$ cat src/hw/hio_pkg.sv
// Constants shared by the handler I/O port block.
// Assumes a single 50 MHz clock and a word-wide classic Wishbone slave.
package hio_pkg;

   // ********
   // Timing
   // ********
   localparam int CLK_MHZ = 50;
   localparam int MEASURE_TRIGGER_N_MIN_US = 100;
   localparam int MEASURE_TRIGGER_N_MIN_CYC = MEASURE_TRIGGER_N_MIN_US * CLK_MHZ;
   localparam int ACQ_RESP_MAX_US = 200;
   localparam int ACQ_RESP_MAX_CYC = ACQ_RESP_MAX_US * CLK_MHZ;

   // ********
   // Register byte offsets
   // ********
   localparam logic [7:0] REG_CTRL = 8'h00;
   localparam logic [7:0] REG_STATUS = 8'h04;
   localparam logic [7:0] REG_IRQ_STAT = 8'h08;
   localparam logic [7:0] REG_IRQ_MASK = 8'h0C;
   localparam logic [7:0] REG_VSET = 8'h10;
   localparam logic [7:0] REG_PANEL = 8'h14;

   // ********
   // Control fields and reset values
   // ********
   localparam int CTRL_EXT_MEASURE_TRIGGER_N = 0;
   localparam int CTRL_SORT_MODE = 1;
   localparam int CTRL_CLR_ON_START = 2;
   localparam int CTRL_SYNC_OUT = 3;
   localparam int CTRL_SOFT_MEASURE_TRIGGER_N = 4;
   localparam logic [3:0] CTRL_RESET = 4'h4;
   localparam logic [15:0] VSET_RESET = 16'h03E8;

   // ********
   // Status and interrupt fields
   // ********
   localparam int STAT_LEVEL_FAULT = 2;
   localparam int STAT_ACQ_BUSY = 3;
   localparam int STAT_MEAS_BUSY = 4;
   localparam int IRQ_MEASURE_TRIGGER_N_TAKEN = 0;
   localparam int IRQ_ACQ_DONE = 1;
   localparam int IRQ_MEAS_DONE = 2;
   localparam int IRQ_LEVEL_FAULT = 3;
   localparam int IRQ_MEASURE_TRIGGER_N_IGNORED = 4;
   localparam int IRQ_W = 5;
   localparam int PANEL_ACTIVE_LSB = 8;

   // ********
   // Judgment codes from the measurement engine
   // ********
   localparam logic [1:0] JUDGE_NONE = 2'h0;
   localparam logic [1:0] JUDGE_HI = 2'h1;
   localparam logic [1:0] JUDGE_IN = 2'h2;
   localparam logic [1:0] JUDGE_LO = 2'h3;

   localparam int PANEL_W = 7;
   localparam int CLASS_LINES = 14;
   localparam int LEVEL_TOL_DIV = 10;

   typedef enum {ST_IDLE, ST_ACQ, ST_CALC} hio_state_e;

endpackage

$ cat src/hw/hio_judge_if.sv
// Judgment bundle between the port top and its line encoder.
// Assumes both ends sit in the same clock domain; content is combinational.
interface hio_judge_if;
   logic sort_mode;
   logic pri_judged;
   logic sec_judged;
   logic [1:0] pri_code;
   logic [1:0] sec_code;
   logic [3:0] bin_class;
   logic unsorted;
   logic reject;
   logic [hio_pkg::CLASS_LINES-1:0] lines;
   logic unsorted_line;
   logic reject_line;

   modport src
   (
      output sort_mode, pri_judged, sec_judged, pri_code, sec_code, bin_class, unsorted, reject,
      input lines, unsorted_line, reject_line
   );

   modport enc
   (
      input sort_mode, pri_judged, sec_judged, pri_code, sec_code, bin_class, unsorted, reject,
      output lines, unsorted_line, reject_line
   );
endinterface

$ cat src/hw/hio_judge_enc.sv
// Maps comparator or sort-class judgments onto the shared result lines.
// Assumes the caller registers and inverts the active-high lines it returns.
module hio_judge_enc
(
   // Judgment bundle
   hio_judge_if.enc jdg
);
   logic pri_in;
   logic sec_in;
   logic pass;

   assign pri_in = jdg.pri_code == hio_pkg::JUDGE_IN;
   assign sec_in = jdg.sec_code == hio_pkg::JUDGE_IN;

   // Only the parameters actually judged take part in the combined pass
   assign pass = (jdg.pri_judged || jdg.sec_judged)
      && (!jdg.pri_judged || pri_in) && (!jdg.sec_judged || sec_in);

   always_comb
   begin
      jdg.lines = '0;
      jdg.unsorted_line = 1'b0;
      jdg.reject_line = 1'b0;
      if (jdg.sort_mode)
      begin
         for (int k = 0; k < hio_pkg::CLASS_LINES; k++)
         begin
            jdg.lines[k] = jdg.bin_class == 4'(k + 1);
         end
         jdg.unsorted_line = jdg.unsorted;
         jdg.reject_line = jdg.reject;
      end
      else
      begin
         // One code per parameter keeps over, in and under exclusive
         jdg.lines[0] = jdg.pri_judged && jdg.pri_code == hio_pkg::JUDGE_HI;
         jdg.lines[1] = jdg.pri_judged && pri_in;
         jdg.lines[2] = jdg.pri_judged && jdg.pri_code == hio_pkg::JUDGE_LO;
         jdg.lines[3] = jdg.sec_judged && jdg.sec_code == hio_pkg::JUDGE_HI;
         jdg.lines[4] = jdg.sec_judged && sec_in;
         jdg.lines[5] = jdg.sec_judged && jdg.sec_code == hio_pkg::JUDGE_LO;
         jdg.lines[6] = pass;
      end
   end
endmodule // hio_judge_enc

$ cat src/hw/hio_measure_trigger_n_qual.sv
// Qualifies the active-low trigger line by its minimum low width.
// Assumes the line is already synchronous to clk_i.
module hio_measure_trigger_n_qual #(
   parameter int MIN_CYC = hio_pkg::MEASURE_TRIGGER_N_MIN_CYC
)
(
   // Clock and reset
   input wire logic clk_i,
   input wire logic rst_i,
   // Trigger line and qualifiers
   input wire logic measure_trigger_n_n_i,
   input wire logic enable_i,
   input wire logic busy_i,
   // Results
   output logic fire_o,
   output logic ignored_o
);
   localparam int CW = $clog2(MIN_CYC + 1);
   logic [CW-1:0] cnt_ff;
   logic used_ff;
   logic reached;

   assign reached = cnt_ff == CW'(MIN_CYC - 1);

   always_ff @(posedge clk_i)
   begin
      if (rst_i || measure_trigger_n_n_i || !enable_i)
      begin
         cnt_ff <= '0;
      end
      else if (!reached)
      begin
         cnt_ff <= cnt_ff + CW'(1);
      end
   end

   // One low pulse gives at most one decision; release rearms
   always_ff @(posedge clk_i)
   begin
      if (rst_i || measure_trigger_n_n_i || !enable_i)
      begin
         used_ff <= 1'b0;
      end
      else if (reached)
      begin
         used_ff <= 1'b1;
      end
   end

   always_ff @(posedge clk_i)
   begin
      if (rst_i)
      begin
         fire_o <= 1'b0;
         ignored_o <= 1'b0;
      end
      else
      begin
         fire_o <= !measure_trigger_n_n_i && enable_i && reached && !used_ff && !busy_i;
         ignored_o <= !measure_trigger_n_n_i && enable_i && reached && !used_ff && busy_i;
      end
   end
endmodule // hio_measure_trigger_n_qual

$ cat src/hw/hio_port.sv
// Handler-side digital I/O port: trigger, panel select, judgment lines.
// Assumes a measurement engine that reports analog and full completion
// and a classic Wishbone master for configuration.
//
// Contract
// - All handler trigger, select and result lines active low
// - Trigger low 100 us starts one measurement
// - Trigger ignored while analog acquisition runs
// - Panel select is seven-bit binary number
// - Trigger loads selected panel for measurement
// - Panel number accepted only while strobe asserted
// - Primary over, in, under exclusive outputs
// - Secondary over, in, under exclusive outputs
// - Combined pass when every judged parameter in
// - Fourteen classes, unsorted and reject outputs
// - Analog-done asserted when acquisition finishes
// - Measurement-done asserted when judgments valid
// - Level fault beyond ten percent of set
// - Judgments cleared at start or held
// - Analog-done drops within 200 us of trigger; not timed here, drops whenever analog_done_i arrives
module hio_port #(
   parameter int MEASURE_TRIGGER_N_MIN_CYC = hio_pkg::MEASURE_TRIGGER_N_MIN_CYC
)
(
   // Clock and reset
   input wire logic clk_i,
   input wire logic rst_i,
   // Wishbone slave
   input wire logic wb_cyc_i,
   input wire logic wb_stb_i,
   input wire logic wb_we_i,
   input wire logic [7:0] wb_adr_i,
   input wire logic [3:0] wb_sel_i,
   input wire logic [31:0] wb_dat_i,
   output logic [31:0] wb_dat_o,
   output logic wb_ack_o,
   output logic irq_o,
   // Handler inputs, active low
   input wire logic measure_trigger_n_i,
   input wire logic [hio_pkg::PANEL_W-1:0] panel_sel_n_i,
   input wire logic panel_sel_strobe_n_i,
   // Handler outputs, active low
   output logic [hio_pkg::CLASS_LINES-1:0] class_line_n_o,
   output logic unsorted_flag_n_o,
   output logic loss_reject_n_o,
   output logic acq_done_n_o,
   output logic measure_done_n_o,
   output logic level_fault_n_o,
   // Measurement engine side
   output logic meas_start_o,
   output logic [hio_pkg::PANEL_W-1:0] meas_panel_o,
   output logic sync_out_en_o,
   input wire logic analog_done_i,
   input wire logic meas_done_i,
   input wire logic pri_judged_i,
   input wire logic sec_judged_i,
   input wire logic [1:0] pri_code_i,
   input wire logic [1:0] sec_code_i,
   input wire logic [3:0] bin_class_i,
   input wire logic unsorted_i,
   input wire logic reject_i,
   input wire logic vmeas_valid_i,
   input wire logic [15:0] vmeas_i
);

   // ********
   // Helpers
   // ********
   function automatic logic [31:0] merge_sel(input logic [31:0] old_v, input logic [31:0] new_v,
                                             input logic [3:0] sel);
      logic [31:0] r;
      r = old_v;
      for (int b = 0; b < 4; b++)
      begin
         if (sel[b])
         begin
            r[b*8 +: 8] = new_v[b*8 +: 8];
         end
      end
      return r;
   endfunction

   // Deviation strictly above one tenth of the set level, either side
   function automatic logic level_bad(input logic [15:0] meas, input logic [15:0] set);
      logic [15:0] diff;
      logic [19:0] scaled;
      diff = (meas > set) ? meas - set : set - meas;
      scaled = 20'(diff) * 20'(hio_pkg::LEVEL_TOL_DIV);
      return scaled > 20'(set);
   endfunction

   // ********
   // Bus decode
   // ********
   logic req;
   logic wr;
   logic [3:0] ctrl_ff;
   logic [15:0] vset_ff;
   logic [hio_pkg::IRQ_W-1:0] irq_stat_ff;
   logic [hio_pkg::IRQ_W-1:0] irq_mask_ff;
   logic [hio_pkg::IRQ_W-1:0] irq_evt;
   logic [hio_pkg::PANEL_W-1:0] panel_lat_ff;
   logic level_ff;
   logic soft_measure_trigger_n_ff;
   hio_pkg::hio_state_e state_ff;
   logic [31:0] nxt_rdata;
   logic [31:0] wr_merged;

   assign req = wb_cyc_i && wb_stb_i && !wb_ack_o;
   assign wr = req && wb_we_i;

   always_ff @(posedge clk_i)
   begin
      if (rst_i)
      begin
         wb_ack_o <= 1'b0;
      end
      else
      begin
         wb_ack_o <= req;
      end
   end

   always_comb
   begin
      nxt_rdata = 32'h0000_0000;
      if (wb_adr_i == hio_pkg::REG_CTRL)
      begin
         nxt_rdata[3:0] = ctrl_ff;
      end
      else if (wb_adr_i == hio_pkg::REG_STATUS)
      begin
         nxt_rdata[1:0] = 2'(state_ff);
         nxt_rdata[hio_pkg::STAT_LEVEL_FAULT] = level_ff;
         nxt_rdata[hio_pkg::STAT_ACQ_BUSY] = state_ff == hio_pkg::ST_ACQ;
         nxt_rdata[hio_pkg::STAT_MEAS_BUSY] = state_ff != hio_pkg::ST_IDLE;
      end
      else if (wb_adr_i == hio_pkg::REG_IRQ_STAT)
      begin
         nxt_rdata[hio_pkg::IRQ_W-1:0] = irq_stat_ff;
      end
      else if (wb_adr_i == hio_pkg::REG_IRQ_MASK)
      begin
         nxt_rdata[hio_pkg::IRQ_W-1:0] = irq_mask_ff;
      end
      else if (wb_adr_i == hio_pkg::REG_VSET)
      begin
         nxt_rdata[15:0] = vset_ff;
      end
      else if (wb_adr_i == hio_pkg::REG_PANEL)
      begin
         nxt_rdata[hio_pkg::PANEL_W-1:0] = panel_lat_ff;
         nxt_rdata[hio_pkg::PANEL_ACTIVE_LSB +: hio_pkg::PANEL_W] = meas_panel_o;
      end
   end

   always_ff @(posedge clk_i)
   begin
      if (rst_i)
      begin
         wb_dat_o <= 32'h0000_0000;
      end
      else if (req && !wb_we_i)
      begin
         wb_dat_o <= nxt_rdata;
      end
   end

   // ********
   // Configuration registers
   // ********
   always_comb
   begin
      wr_merged = 32'h0000_0000;
      if (wb_adr_i == hio_pkg::REG_CTRL)
      begin
         wr_merged = merge_sel({28'h0, ctrl_ff}, wb_dat_i, wb_sel_i);
      end
      else if (wb_adr_i == hio_pkg::REG_VSET)
      begin
         wr_merged = merge_sel({16'h0, vset_ff}, wb_dat_i, wb_sel_i);
      end
      else if (wb_adr_i == hio_pkg::REG_IRQ_MASK)
      begin
         wr_merged = merge_sel({27'h0, irq_mask_ff}, wb_dat_i, wb_sel_i);
      end
   end

   always_ff @(posedge clk_i)
   begin
      if (rst_i)
      begin
         ctrl_ff <= hio_pkg::CTRL_RESET;
      end
      else if (wr && wb_adr_i == hio_pkg::REG_CTRL)
      begin
         ctrl_ff <= wr_merged[3:0];
      end
   end

   always_ff @(posedge clk_i)
   begin
      if (rst_i)
      begin
         soft_measure_trigger_n_ff <= 1'b0;
      end
      else
      begin
         soft_measure_trigger_n_ff <= wr && wb_adr_i == hio_pkg::REG_CTRL
            && wr_merged[hio_pkg::CTRL_SOFT_MEASURE_TRIGGER_N];
      end
   end

   always_ff @(posedge clk_i)
   begin
      if (rst_i)
      begin
         vset_ff <= hio_pkg::VSET_RESET;
      end
      else if (wr && wb_adr_i == hio_pkg::REG_VSET)
      begin
         vset_ff <= wr_merged[15:0];
      end
   end

   always_ff @(posedge clk_i)
   begin
      if (rst_i)
      begin
         irq_mask_ff <= '0;
      end
      else if (wr && wb_adr_i == hio_pkg::REG_IRQ_MASK)
      begin
         irq_mask_ff <= wr_merged[hio_pkg::IRQ_W-1:0];
      end
   end

   // ********
   // Trigger and panel select
   // ********
   logic ext_fire;
   logic ext_ignored;
   logic start;
   logic soft_ok;

   hio_measure_trigger_n_qual #(
      .MIN_CYC(MEASURE_TRIGGER_N_MIN_CYC)
   ) u_measure_trigger_n (
      .clk_i(clk_i),
      .rst_i(rst_i),
      .measure_trigger_n_n_i(measure_trigger_n_i),
      .enable_i(ctrl_ff[hio_pkg::CTRL_EXT_MEASURE_TRIGGER_N]),
      .busy_i(state_ff == hio_pkg::ST_ACQ),
      .fire_o(ext_fire),
      .ignored_o(ext_ignored)
   );

   // Soft trigger serves internal mode and is also held off by acquisition
   assign soft_ok = soft_measure_trigger_n_ff && !ctrl_ff[hio_pkg::CTRL_EXT_MEASURE_TRIGGER_N]
      && state_ff != hio_pkg::ST_ACQ;
   assign start = ext_fire || soft_ok;

   // Binary weights: bit k counts 2**k
   always_ff @(posedge clk_i)
   begin
      if (rst_i)
      begin
         panel_lat_ff <= '0;
      end
      else if (!panel_sel_strobe_n_i)
      begin
         panel_lat_ff <= ~panel_sel_n_i;
      end
   end

   always_ff @(posedge clk_i)
   begin
      if (rst_i)
      begin
         meas_panel_o <= '0;
      end
      else if (ext_fire)
      begin
         meas_panel_o <= panel_lat_ff;
      end
   end

   always_ff @(posedge clk_i)
   begin
      if (rst_i)
      begin
         meas_start_o <= 1'b0;
         sync_out_en_o <= 1'b0;
      end
      else
      begin
         meas_start_o <= start;
         sync_out_en_o <= ctrl_ff[hio_pkg::CTRL_SYNC_OUT];
      end
   end

   // ********
   // Measurement sequence
   // ********
   // A fresh start during calculation restarts the cycle; the handler is
   // allowed to trigger again once done is seen, with no gap
   always_ff @(posedge clk_i)
   begin
      if (rst_i)
      begin
         state_ff <= hio_pkg::ST_IDLE;
      end
      else
      begin
         case (state_ff)
            hio_pkg::ST_IDLE:
            begin
               if (start)
               begin
                  state_ff <= hio_pkg::ST_ACQ;
               end
            end
            hio_pkg::ST_ACQ:
            begin
               if (analog_done_i)
               begin
                  state_ff <= hio_pkg::ST_CALC;
               end
            end
            default:
            begin
               if (start)
               begin
                  state_ff <= hio_pkg::ST_ACQ;
               end
               else if (meas_done_i)
               begin
                  state_ff <= hio_pkg::ST_IDLE;
               end
            end
         endcase
      end
   end

   always_ff @(posedge clk_i)
   begin
      if (rst_i)
      begin
         acq_done_n_o <= 1'b0;
      end
      else if (start)
      begin
         acq_done_n_o <= 1'b1;
      end
      else if (state_ff == hio_pkg::ST_ACQ && analog_done_i)
      begin
         acq_done_n_o <= 1'b0;
      end
   end

   always_ff @(posedge clk_i)
   begin
      if (rst_i)
      begin
         measure_done_n_o <= 1'b0;
      end
      else if (start)
      begin
         measure_done_n_o <= 1'b1;
      end
      else if (state_ff == hio_pkg::ST_CALC && meas_done_i)
      begin
         measure_done_n_o <= 1'b0;
      end
   end

   // ********
   // Judgment lines
   // ********
   hio_judge_if jdg ();

   assign jdg.sort_mode = ctrl_ff[hio_pkg::CTRL_SORT_MODE];
   assign jdg.pri_judged = pri_judged_i;
   assign jdg.sec_judged = sec_judged_i;
   assign jdg.pri_code = pri_code_i;
   assign jdg.sec_code = sec_code_i;
   assign jdg.bin_class = bin_class_i;
   assign jdg.unsorted = unsorted_i;
   assign jdg.reject = reject_i;

   hio_judge_enc u_enc (
      .jdg(jdg.enc)
   );

   // Lines idle high; results change only at start (if clearing) or done
   always_ff @(posedge clk_i)
   begin
      if (rst_i)
      begin
         class_line_n_o <= '1;
         unsorted_flag_n_o <= 1'b1;
         loss_reject_n_o <= 1'b1;
      end
      else if (start && ctrl_ff[hio_pkg::CTRL_CLR_ON_START])
      begin
         class_line_n_o <= '1;
         unsorted_flag_n_o <= 1'b1;
         loss_reject_n_o <= 1'b1;
      end
      else if (state_ff == hio_pkg::ST_CALC && meas_done_i && !start)
      begin
         class_line_n_o <= ~jdg.lines;
         unsorted_flag_n_o <= ~jdg.unsorted_line;
         loss_reject_n_o <= ~jdg.reject_line;
      end
   end

   // ********
   // Test level check
   // ********
   always_ff @(posedge clk_i)
   begin
      if (rst_i)
      begin
         level_ff <= 1'b0;
      end
      else if (vmeas_valid_i)
      begin
         level_ff <= level_bad(vmeas_i, vset_ff);
      end
   end

   always_ff @(posedge clk_i)
   begin
      if (rst_i)
      begin
         level_fault_n_o <= 1'b1;
      end
      else
      begin
         level_fault_n_o <= !(vmeas_valid_i ? level_bad(vmeas_i, vset_ff) : level_ff);
      end
   end

   // ********
   // Interrupts
   // ********
   always_comb
   begin
      irq_evt = '0;
      irq_evt[hio_pkg::IRQ_MEASURE_TRIGGER_N_TAKEN] = start;
      irq_evt[hio_pkg::IRQ_ACQ_DONE] = state_ff == hio_pkg::ST_ACQ && analog_done_i;
      irq_evt[hio_pkg::IRQ_MEAS_DONE] = state_ff == hio_pkg::ST_CALC && meas_done_i && !start;
      irq_evt[hio_pkg::IRQ_LEVEL_FAULT] = vmeas_valid_i && level_bad(vmeas_i, vset_ff) && !level_ff;
      irq_evt[hio_pkg::IRQ_MEASURE_TRIGGER_N_IGNORED] = ext_ignored
         || (soft_measure_trigger_n_ff && !soft_ok && !ctrl_ff[hio_pkg::CTRL_EXT_MEASURE_TRIGGER_N]);
   end

   // Set beats a simultaneous write-one clear so no event is lost
   always_ff @(posedge clk_i)
   begin
      if (rst_i)
      begin
         irq_stat_ff <= '0;
      end
      else if (wr && wb_adr_i == hio_pkg::REG_IRQ_STAT && wb_sel_i[0])
      begin
         irq_stat_ff <= (irq_stat_ff & ~wb_dat_i[hio_pkg::IRQ_W-1:0]) | irq_evt;
      end
      else
      begin
         irq_stat_ff <= irq_stat_ff | irq_evt;
      end
   end

   always_ff @(posedge clk_i)
   begin
      if (rst_i)
      begin
         irq_o <= 1'b0;
      end
      else
      begin
         irq_o <= |((irq_stat_ff | irq_evt) & irq_mask_ff);
      end
   end

endmodule // hio_port

$ cat config.mk
export PLATFORM = sky130hd
export DESIGN_NAME = hio_port
export DESIGN_NICKNAME = d
export VERILOG_FILES = /design/src/hw/hio_pkg.sv /design/src/hw/hio_judge_if.sv /design/src/hw/hio_judge_enc.sv /design/src/hw/hio_measure_trigger_n_qual.sv /design/src/hw/hio_port.sv
export SDC_FILE = /design/constraint.sdc
export NUM_CORES = 1
export LEC_CHECK = 0
export ABC_AREA = 0
export BUFFER_PORTS_ARGS = -buffer_cell sky130_fd_sc_hd__clkbuf_2
export CAP_MARGIN = 15
export CORE_ASPECT_RATIO = 1.5
export CORE_MARGIN = 5
export CORE_UTILIZATION = 30
export CTS_CLUSTER_DIAMETER = 60
export DETAILED_ROUTE_END_ITERATION = 12
export GPL_ROUTABILITY_DRIVEN = 0
export MAX_ROUTING_LAYER = met4
export SYNTH_ARGS = -nofsm -noshare
export SYNTH_HDL_FRONTEND = slang
export SYNTH_SLANG_ARGS = --single-unit
$ cat constraint.sdc
create_clock -name clk_i -period 7.4 [get_ports clk_i]
set_input_delay 0 -clock clk_i [delete_from_list [all_inputs] [get_ports clk_i]]
set_output_delay 0 -clock clk_i [all_outputs]
set_load 0.1 [all_outputs]
# ---- After elaboration in Yosys (flattened, before gate mapping)
# Cells that the tools add are included.
# Widths: inputs -> output; s select.
dict set report op_classes {
  add_sub_neg 3
  n_mul 1
  div 0
  magnitude_cmp 2
  n_eq_ne 34
  n_shift 0
  muxes 38
  n_bitwise 9
  reduce_logical 63
}
# op n
set ops {}
lappend ops {{$mux 32} 4}
lappend ops {{$mux 16} 4}
lappend ops {{$pmux 32 s2} 1}
lappend ops {{$mux 7} 6}
lappend ops {{$mux 8} 5}
lappend ops {{$logic_and 1x1->1} 33}
lappend ops {{$mux 11} 3}
lappend ops {{$eq 32x1->1 const B} 1}
lappend ops {{$eq 32x2->1 const B} 1}
lappend ops {{$eq 32x3->1 const B} 1}
lappend ops {{$logic_not 32->1} 1}
lappend ops {{$ne 32x2->1 const B} 1}
lappend ops {{$reduce_bool 32->1} 1}
lappend ops {{$sub 16x16->16} 2}
lappend ops {{$eq 4x4->1 const B} 7}
lappend ops {{$gt 20x16->1} 1}
lappend ops {{$mux 5} 4}
lappend ops {{$mul 16x3->19 const B} 1}
lappend ops {{$eq 4x3->1 const B} 4}
lappend ops {{$eq 8x4->1 const B} 2}
lappend ops {{$eq 8x5->1 const B} 2}
lappend ops {{$gt 16x16->1} 1}
lappend ops {{$not 14->14} 1}
lappend ops {{$add 13x1->13 const B} 1}
lappend ops {{25 further kinds} 62}
dict set report word_totals {
  regBits 133
  latch_bits 0
  mem_bits_rw 0
  rom_bits 0
  in_bits 89
  out_inout_bits 62
  word_cells 176
  n_memories 0
}

# ---- Logic depth before layout (Yosys ltp)
dict set report depth {
  depth_word 10
  depth_mapped 32
  ltp_nobuf 30
}

# ---- Modules after synthesis
# Synthesis repeated with hierarchy kept, for this count alone.
dict set report hier_totals {
  cells_unflattened 929
  hier_area_um2 7528.5
}
# module instances cells_each area_per_inst_um2 seq_area_each_um2
set modules_own_cells {}
lappend modules_own_cells {hio_port 1 812 6557.5 1741.7}
lappend modules_own_cells {hio_measure_trigger_n_qual 1 83 758.2 320.3}
lappend modules_own_cells {hio_judge_enc 1 34 212.7 0.0}

# ---- Worst setup path after synthesis
# No wires, ideal clock.
dict set report synth_path {
  path_kind {reg2reg}
  start {register vset_ff[0]}
  end {register level_ff}
  setup_ps 134
  arrival_time_ps 5917
  t_required_ps 7266
  path_slack_ps 1349
  path_stages_with_launch 31
  n_path_buf 1
  period_less_slack_ps 6051
  path_cell_list {dfxtp_1 > ha_1 > inv_1 > fa_1 > a21oi_1 > o211ai_2 > a41oi_1 > a21o_2 > buf_2 > nand3b_1 > o21ai_0 > xnor2_1 > ha_1 > ha_1 > fa_1 > a211oi_1 > nor2_1 > a311oi_1 > o21bai_1 > a21o_2 > a21oi_1 > xnor2_1 > ha_1 > nand2_1 > o21ai_0 > a2111oi_0 > a31oi_1 > a311oi_2 > nand2b_1 > mux2i_2 > a211oi_1}
}
dict set report synth_via {
  elab_chain_len 5
  word_cells_on_any_way 7
  classes_between {2 x add/sub; 1 x mul; 2 x order compare; 2 x mux}
}
# item line
set synth_lines {}
lappend synth_lines {{start, declared} hio_port.sv:98} ;# logic [15:0] vset_ff;
lappend synth_lines {{start signal, assigned} hio_port.sv:218} ;# vset_ff <= hio_pkg::VSET_RESET;
lappend synth_lines {{start signal, assigned} hio_port.sv:222} ;# vset_ff <= wr_merged[15:0];
lappend synth_lines {{$sub 16x16->16 / $gt 16x16->1 (equally long branches)} hio_port.sv:87} ;# diff = (meas > set) ? meas - set : set - meas;
lappend synth_lines {{$mux 16} hio_port.sv:87}
lappend synth_lines {{$mul 16x3->19} hio_port.sv:88} ;# scaled = 20'(diff) * 20'(hio_pkg::LEVEL_TOL_DIV);
lappend synth_lines {{$gt 20x16->1 (*)} hio_port.sv:89} ;# return scaled > 20'(set);
lappend synth_lines {{$mux 1 (*)} -}
lappend synth_lines {{end signal, assigned} hio_port.sv:429} ;# level_ff <= level_bad(vmeas_i, vset_ff);
lappend synth_lines {{end, declared} hio_port.sv:103} ;# logic level_ff;
# Mark *: on every way between the ends. The rest lies on a longest branch, timed or not.
# A chain may end at the register's enable or synchronous reset.

# ---- Worst setup path in the final report
dict set report layout_path {
  start {register vset_ff[1]}
  end {register level_ff}
}
# The elaborated chain is that of the path after synthesis.

==> results.toml <==
[floorplanning]
core-area_mm2 = 0.0237
die-area_mm2 = 0.0274
io_pins = 151
rows = 69
die-width_um = 137
start_util_pct = 30.5
die_h_um = 200

[route]
viasPerCell = 5.09
dr.first_iter.drc_count = 389
vias = 6850
drt-total-wl_mm = 22.3
wl_per_cell_um = 16.6
ant_nets = 0
drc = 0
firstDrtPassIters = 5

[min_path]
hp-class = "in2reg"
min_path_cells = 3
hp-start = "wb_stb_i"
whs_endpoint = "wb_ack_o$_SDFF_PP0_"

[sta]
post-route-period-util_pct = 94.1
max_freq_mhz = 144
setup_violations = 0
rsz0062_at_grt = "no"
maxSlewHeadroom_pct = 42.4
tightestPinTransition_ns = 0.861
period_minus_slack_ns = 6.96
fin_skew_ns = 0.0139
fin_tns_setup_ns = 0
drv_slew = 0
hold_viol_final = 0

[layout]
final_area_mm2 = 0.00864
syn_to_final_growth_pct = 19.4
drive_above_1_share_pct = 16.0
nets = 1186

[global_routing]
grt_pass1_vias = 6903
gr-usage-all-layers_pct = 16.5
antenna_found_initial = 1
grt.overflow.total = 0
grt_max_degree = 76
grt_pass1_wl_mm = 35.0

[setup_path]
crit_path_start_kind = "register"
end_kind = "register"
rrSetupSlack_ns = 0.44
r2r_cells = 27
crit-reg2reg-capture = "level_ff$_SDFF_PP0_"
r2r_start = "vset_ff[1]$_SDFFE_PP0P_"
worst-setup-path-type = "reg2reg"
cp.required_ns = 7.59
crit_path_max_fanout = 9
arrival_ns = 7.15

[clock_tree]
path_clk_slew_ns = 0.08
cts_max_level = 3
clockRootBuffer = "clkbuf_16"
ctsLongestPathBuffers = 2
cts-buffers-inserted = 9
clk_latency_ns = 0.35
post_cts_buffers = 0
cts_sinks = 103
cts_tree = "built"

[synthesis]
synth_cells = 900
synth_edf_count = 0
synthesis.area_mm2 = 0.00723
synth_cell_types = 74
ys_seq_elements = 103
syn_avg_cell_area_um2 = 8.04
synth_ff_type = "dfxtp_1"
synth.yosys.seq_area_share_pct = 28.5
ys.warnings.count = 0
async_flop_share_pct = 0

[pwr]
peakVddDrop_mv = 0.169
p_leak_uw = 0.00371
cellPowerDensity_mw_per_mm2 = 193

[flow_run]
cap_violations = 0

[status]
outcome = "completed"

[placement]
io_buffers = 116
dpl_cell_area_mm2 = 0.00800
hpwl_mm = 17.8
==> cell usage after synthesis, drive strengths merged, types with 4 or more instances <==
master / number / area (um2)
nor2: 120 / 450
dfxtp: 103 / 2060
a21oi: 90 / 462
ha: 74 / 926
nand2: 71 / 267
inv: 53 / 199
nand3: 34 / 175
buf: 33 / 224
mux2i: 28 / 284
clkbuf: 24 / 91.3
xnor2: 23 / 201
o21ai: 22 / 110
nor2b: 18 / 113
a21o: 15 / 115
a211oi: 14 / 105
nand4: 14 / 87.6
a221oi: 13 / 126
xor2: 13 / 114
a22oi: 10 / 75.1
and3: 8 / 50.1
nand2b: 8 / 50.1
nor4: 8 / 50.1
o21bai: 7 / 52.6
a211o: 6 / 52.6
a311oi: 6 / 58.8
mux2: 6 / 67.6
nor3: 6 / 35.0
and2: 5 / 31.3
nand3b: 5 / 37.5
o211ai: 5 / 42.5
a221o: 4 / 40.0
a22o: 4 / 35.0
a31oi: 4 / 25.0
o21a: 4 / 30.0
o22ai: 4 / 25.0
==> worst max path at each step <==
stage          cells after the start                  end                    start
2_1_floorplan                     30  level_ff$_SDFF_PP0_  vset_ff[0]$_SDFFE_PP0P_
3_3_place_gp                      27  level_ff$_SDFF_PP0_  vset_ff[1]$_SDFFE_PP0P_
3_5_place_dp                      27  level_ff$_SDFF_PP0_  vset_ff[1]$_SDFFE_PP0P_
4_1_cts                           27  level_ff$_SDFF_PP0_  vset_ff[1]$_SDFFE_PP0P_
5_1_grt                           27  level_ff$_SDFF_PP0_  vset_ff[1]$_SDFFE_PP0P_
6_report                          27  level_ff$_SDFF_PP0_  vset_ff[1]$_SDFFE_PP0P_
==> cell usage in the layout (no fill, tap or decap), types with 8 or more instances in the layout <==
master         instances
clkbuf_2             116
nand2_1               71
a22oi_1               10
xnor2_1               23
clkbuf_16              9
dlygate4sd3_1         28
conb_1                16
inv_1                 53
a21oi_1               86
nand4_1               14
a21o_1                13
xor2_1                13
o21ai_0               20
a221oi_1              11
nor2_1               120
nor2b_1               18
nand3_1               33
mux2i_1               27
ha_1                  74
and3_1                 8
dfxtp_1              103
nor4_1                 8
a211oi_1              14
nand2b_1               8
==> layer usage <==
layer	vias up	global-route usage, %	share of wire [%]
met5	-	-	0
met4	0	5.96	3.0
met3	41	2.64	3.7
met2	170	30.5	54
met1	3207	17.3	39
li1	3432	-	-
==> sequential cells by signal, indices dropped and copies added (netlist names), 2 cells and up <==
name and cells:
class_line_n_o 14, ctrl_ff 4, irq_mask_ff 5, irq_stat_ff 5, meas_panel_o 7, panel_lat_ff 7, state_ff 2, u_measure_trigger_n.cnt_ff 13
vset_ff 16, wb_dat_o 16
==> layout make-up <==
type,instances,area (um2)
well taps,319,399
fillers,2507,15100
repair buffers,151,913
inverters,53,199
clock inverters,7,106
diodes,1,2.50
clock buffers,9,225
flip-flops and latches,103,2060
multi-input cells,702,4730
==> per-stage QoR <==
| step | std cells | setup WS [ns] | hold WS (ns) | utilization [%] | total power [uW] |
|---|---|---|---|---|---|
| after floorplan | 915 | 1.35 | 0.0995 | - | 1010 |
| after global routing | 1345 | 0.0775 | 0.0356 | 36.4 | 1760 |
| final | 1345 | 0.439 | 0.0266 | 36.4 | 1670 |
| after detailed placement | 1299 | 0.406 | 0.221 | 33.7 | 1120 |
| after global placement | 1299 | 0.483 | 0.215 | 33.7 | 1110 |
| after CTS | 1343 | 0.373 | 0.00503 | 36.3 | 1670 |
==> kinds of logic (layout without fill, tap and decap cells) <==
kind of cell / count (synthesis) / in the layout / share of synthesized area (%)
AO/OA/AOI/OAI: 225 / 225 / 20.9
XOR/XNOR: 36 / 36 / 4.36
adder cells (fa/ha/maj): 77 / 77 / 13.6
buffers and inverters: 110 / 220 / 7.11
flip-flops: 103 / 103 / 28.5
multiplexers: 34 / 34 / 4.86
other: 1 / 17 / 0.0518
AND/OR/NAND/NOR: 314 / 314 / 20.6
==> power by group <==
part,switching [uW],internal [uW]
logic,338,224
registers,5.64,560
clock network,235,304
total,579,1090
==> worst max-delay path, stage by stage (launching register included) <==
cell and delay, ns:
dfxtp_1 0.49, inv_1 0.14, fa_1 0.45, a21oi_2 0.23, o211ai_2 0.15, a41oi_1 0.34, a21o_2 0.31, o21ai_0 0.15
xnor2_1 0.26, ha_1 0.28, ha_1 0.23, fa_1 0.43, a211oi_1 0.41, nor2_1 0.15, a311oi_1 0.31, o21bai_1 0.13
a21o_2 0.22, a21oi_1 0.17, xnor2_1 0.14, ha_1 0.26, nand2_1 0.07, o21ai_0 0.12, a2111oi_0 0.40, a31oi_1 0.19
a311oi_2 0.26, nand2b_1 0.10, mux2i_2 0.29, a211oi_1 0.12
==> repair_timing <==
item	in CTS	in global routing
hold buffers	28	0
hold endpoints to repair	28	0
endpoints found under the setup margin	0	4
gates resized for setup	0	2
Power figures use the tool's default switching activity.
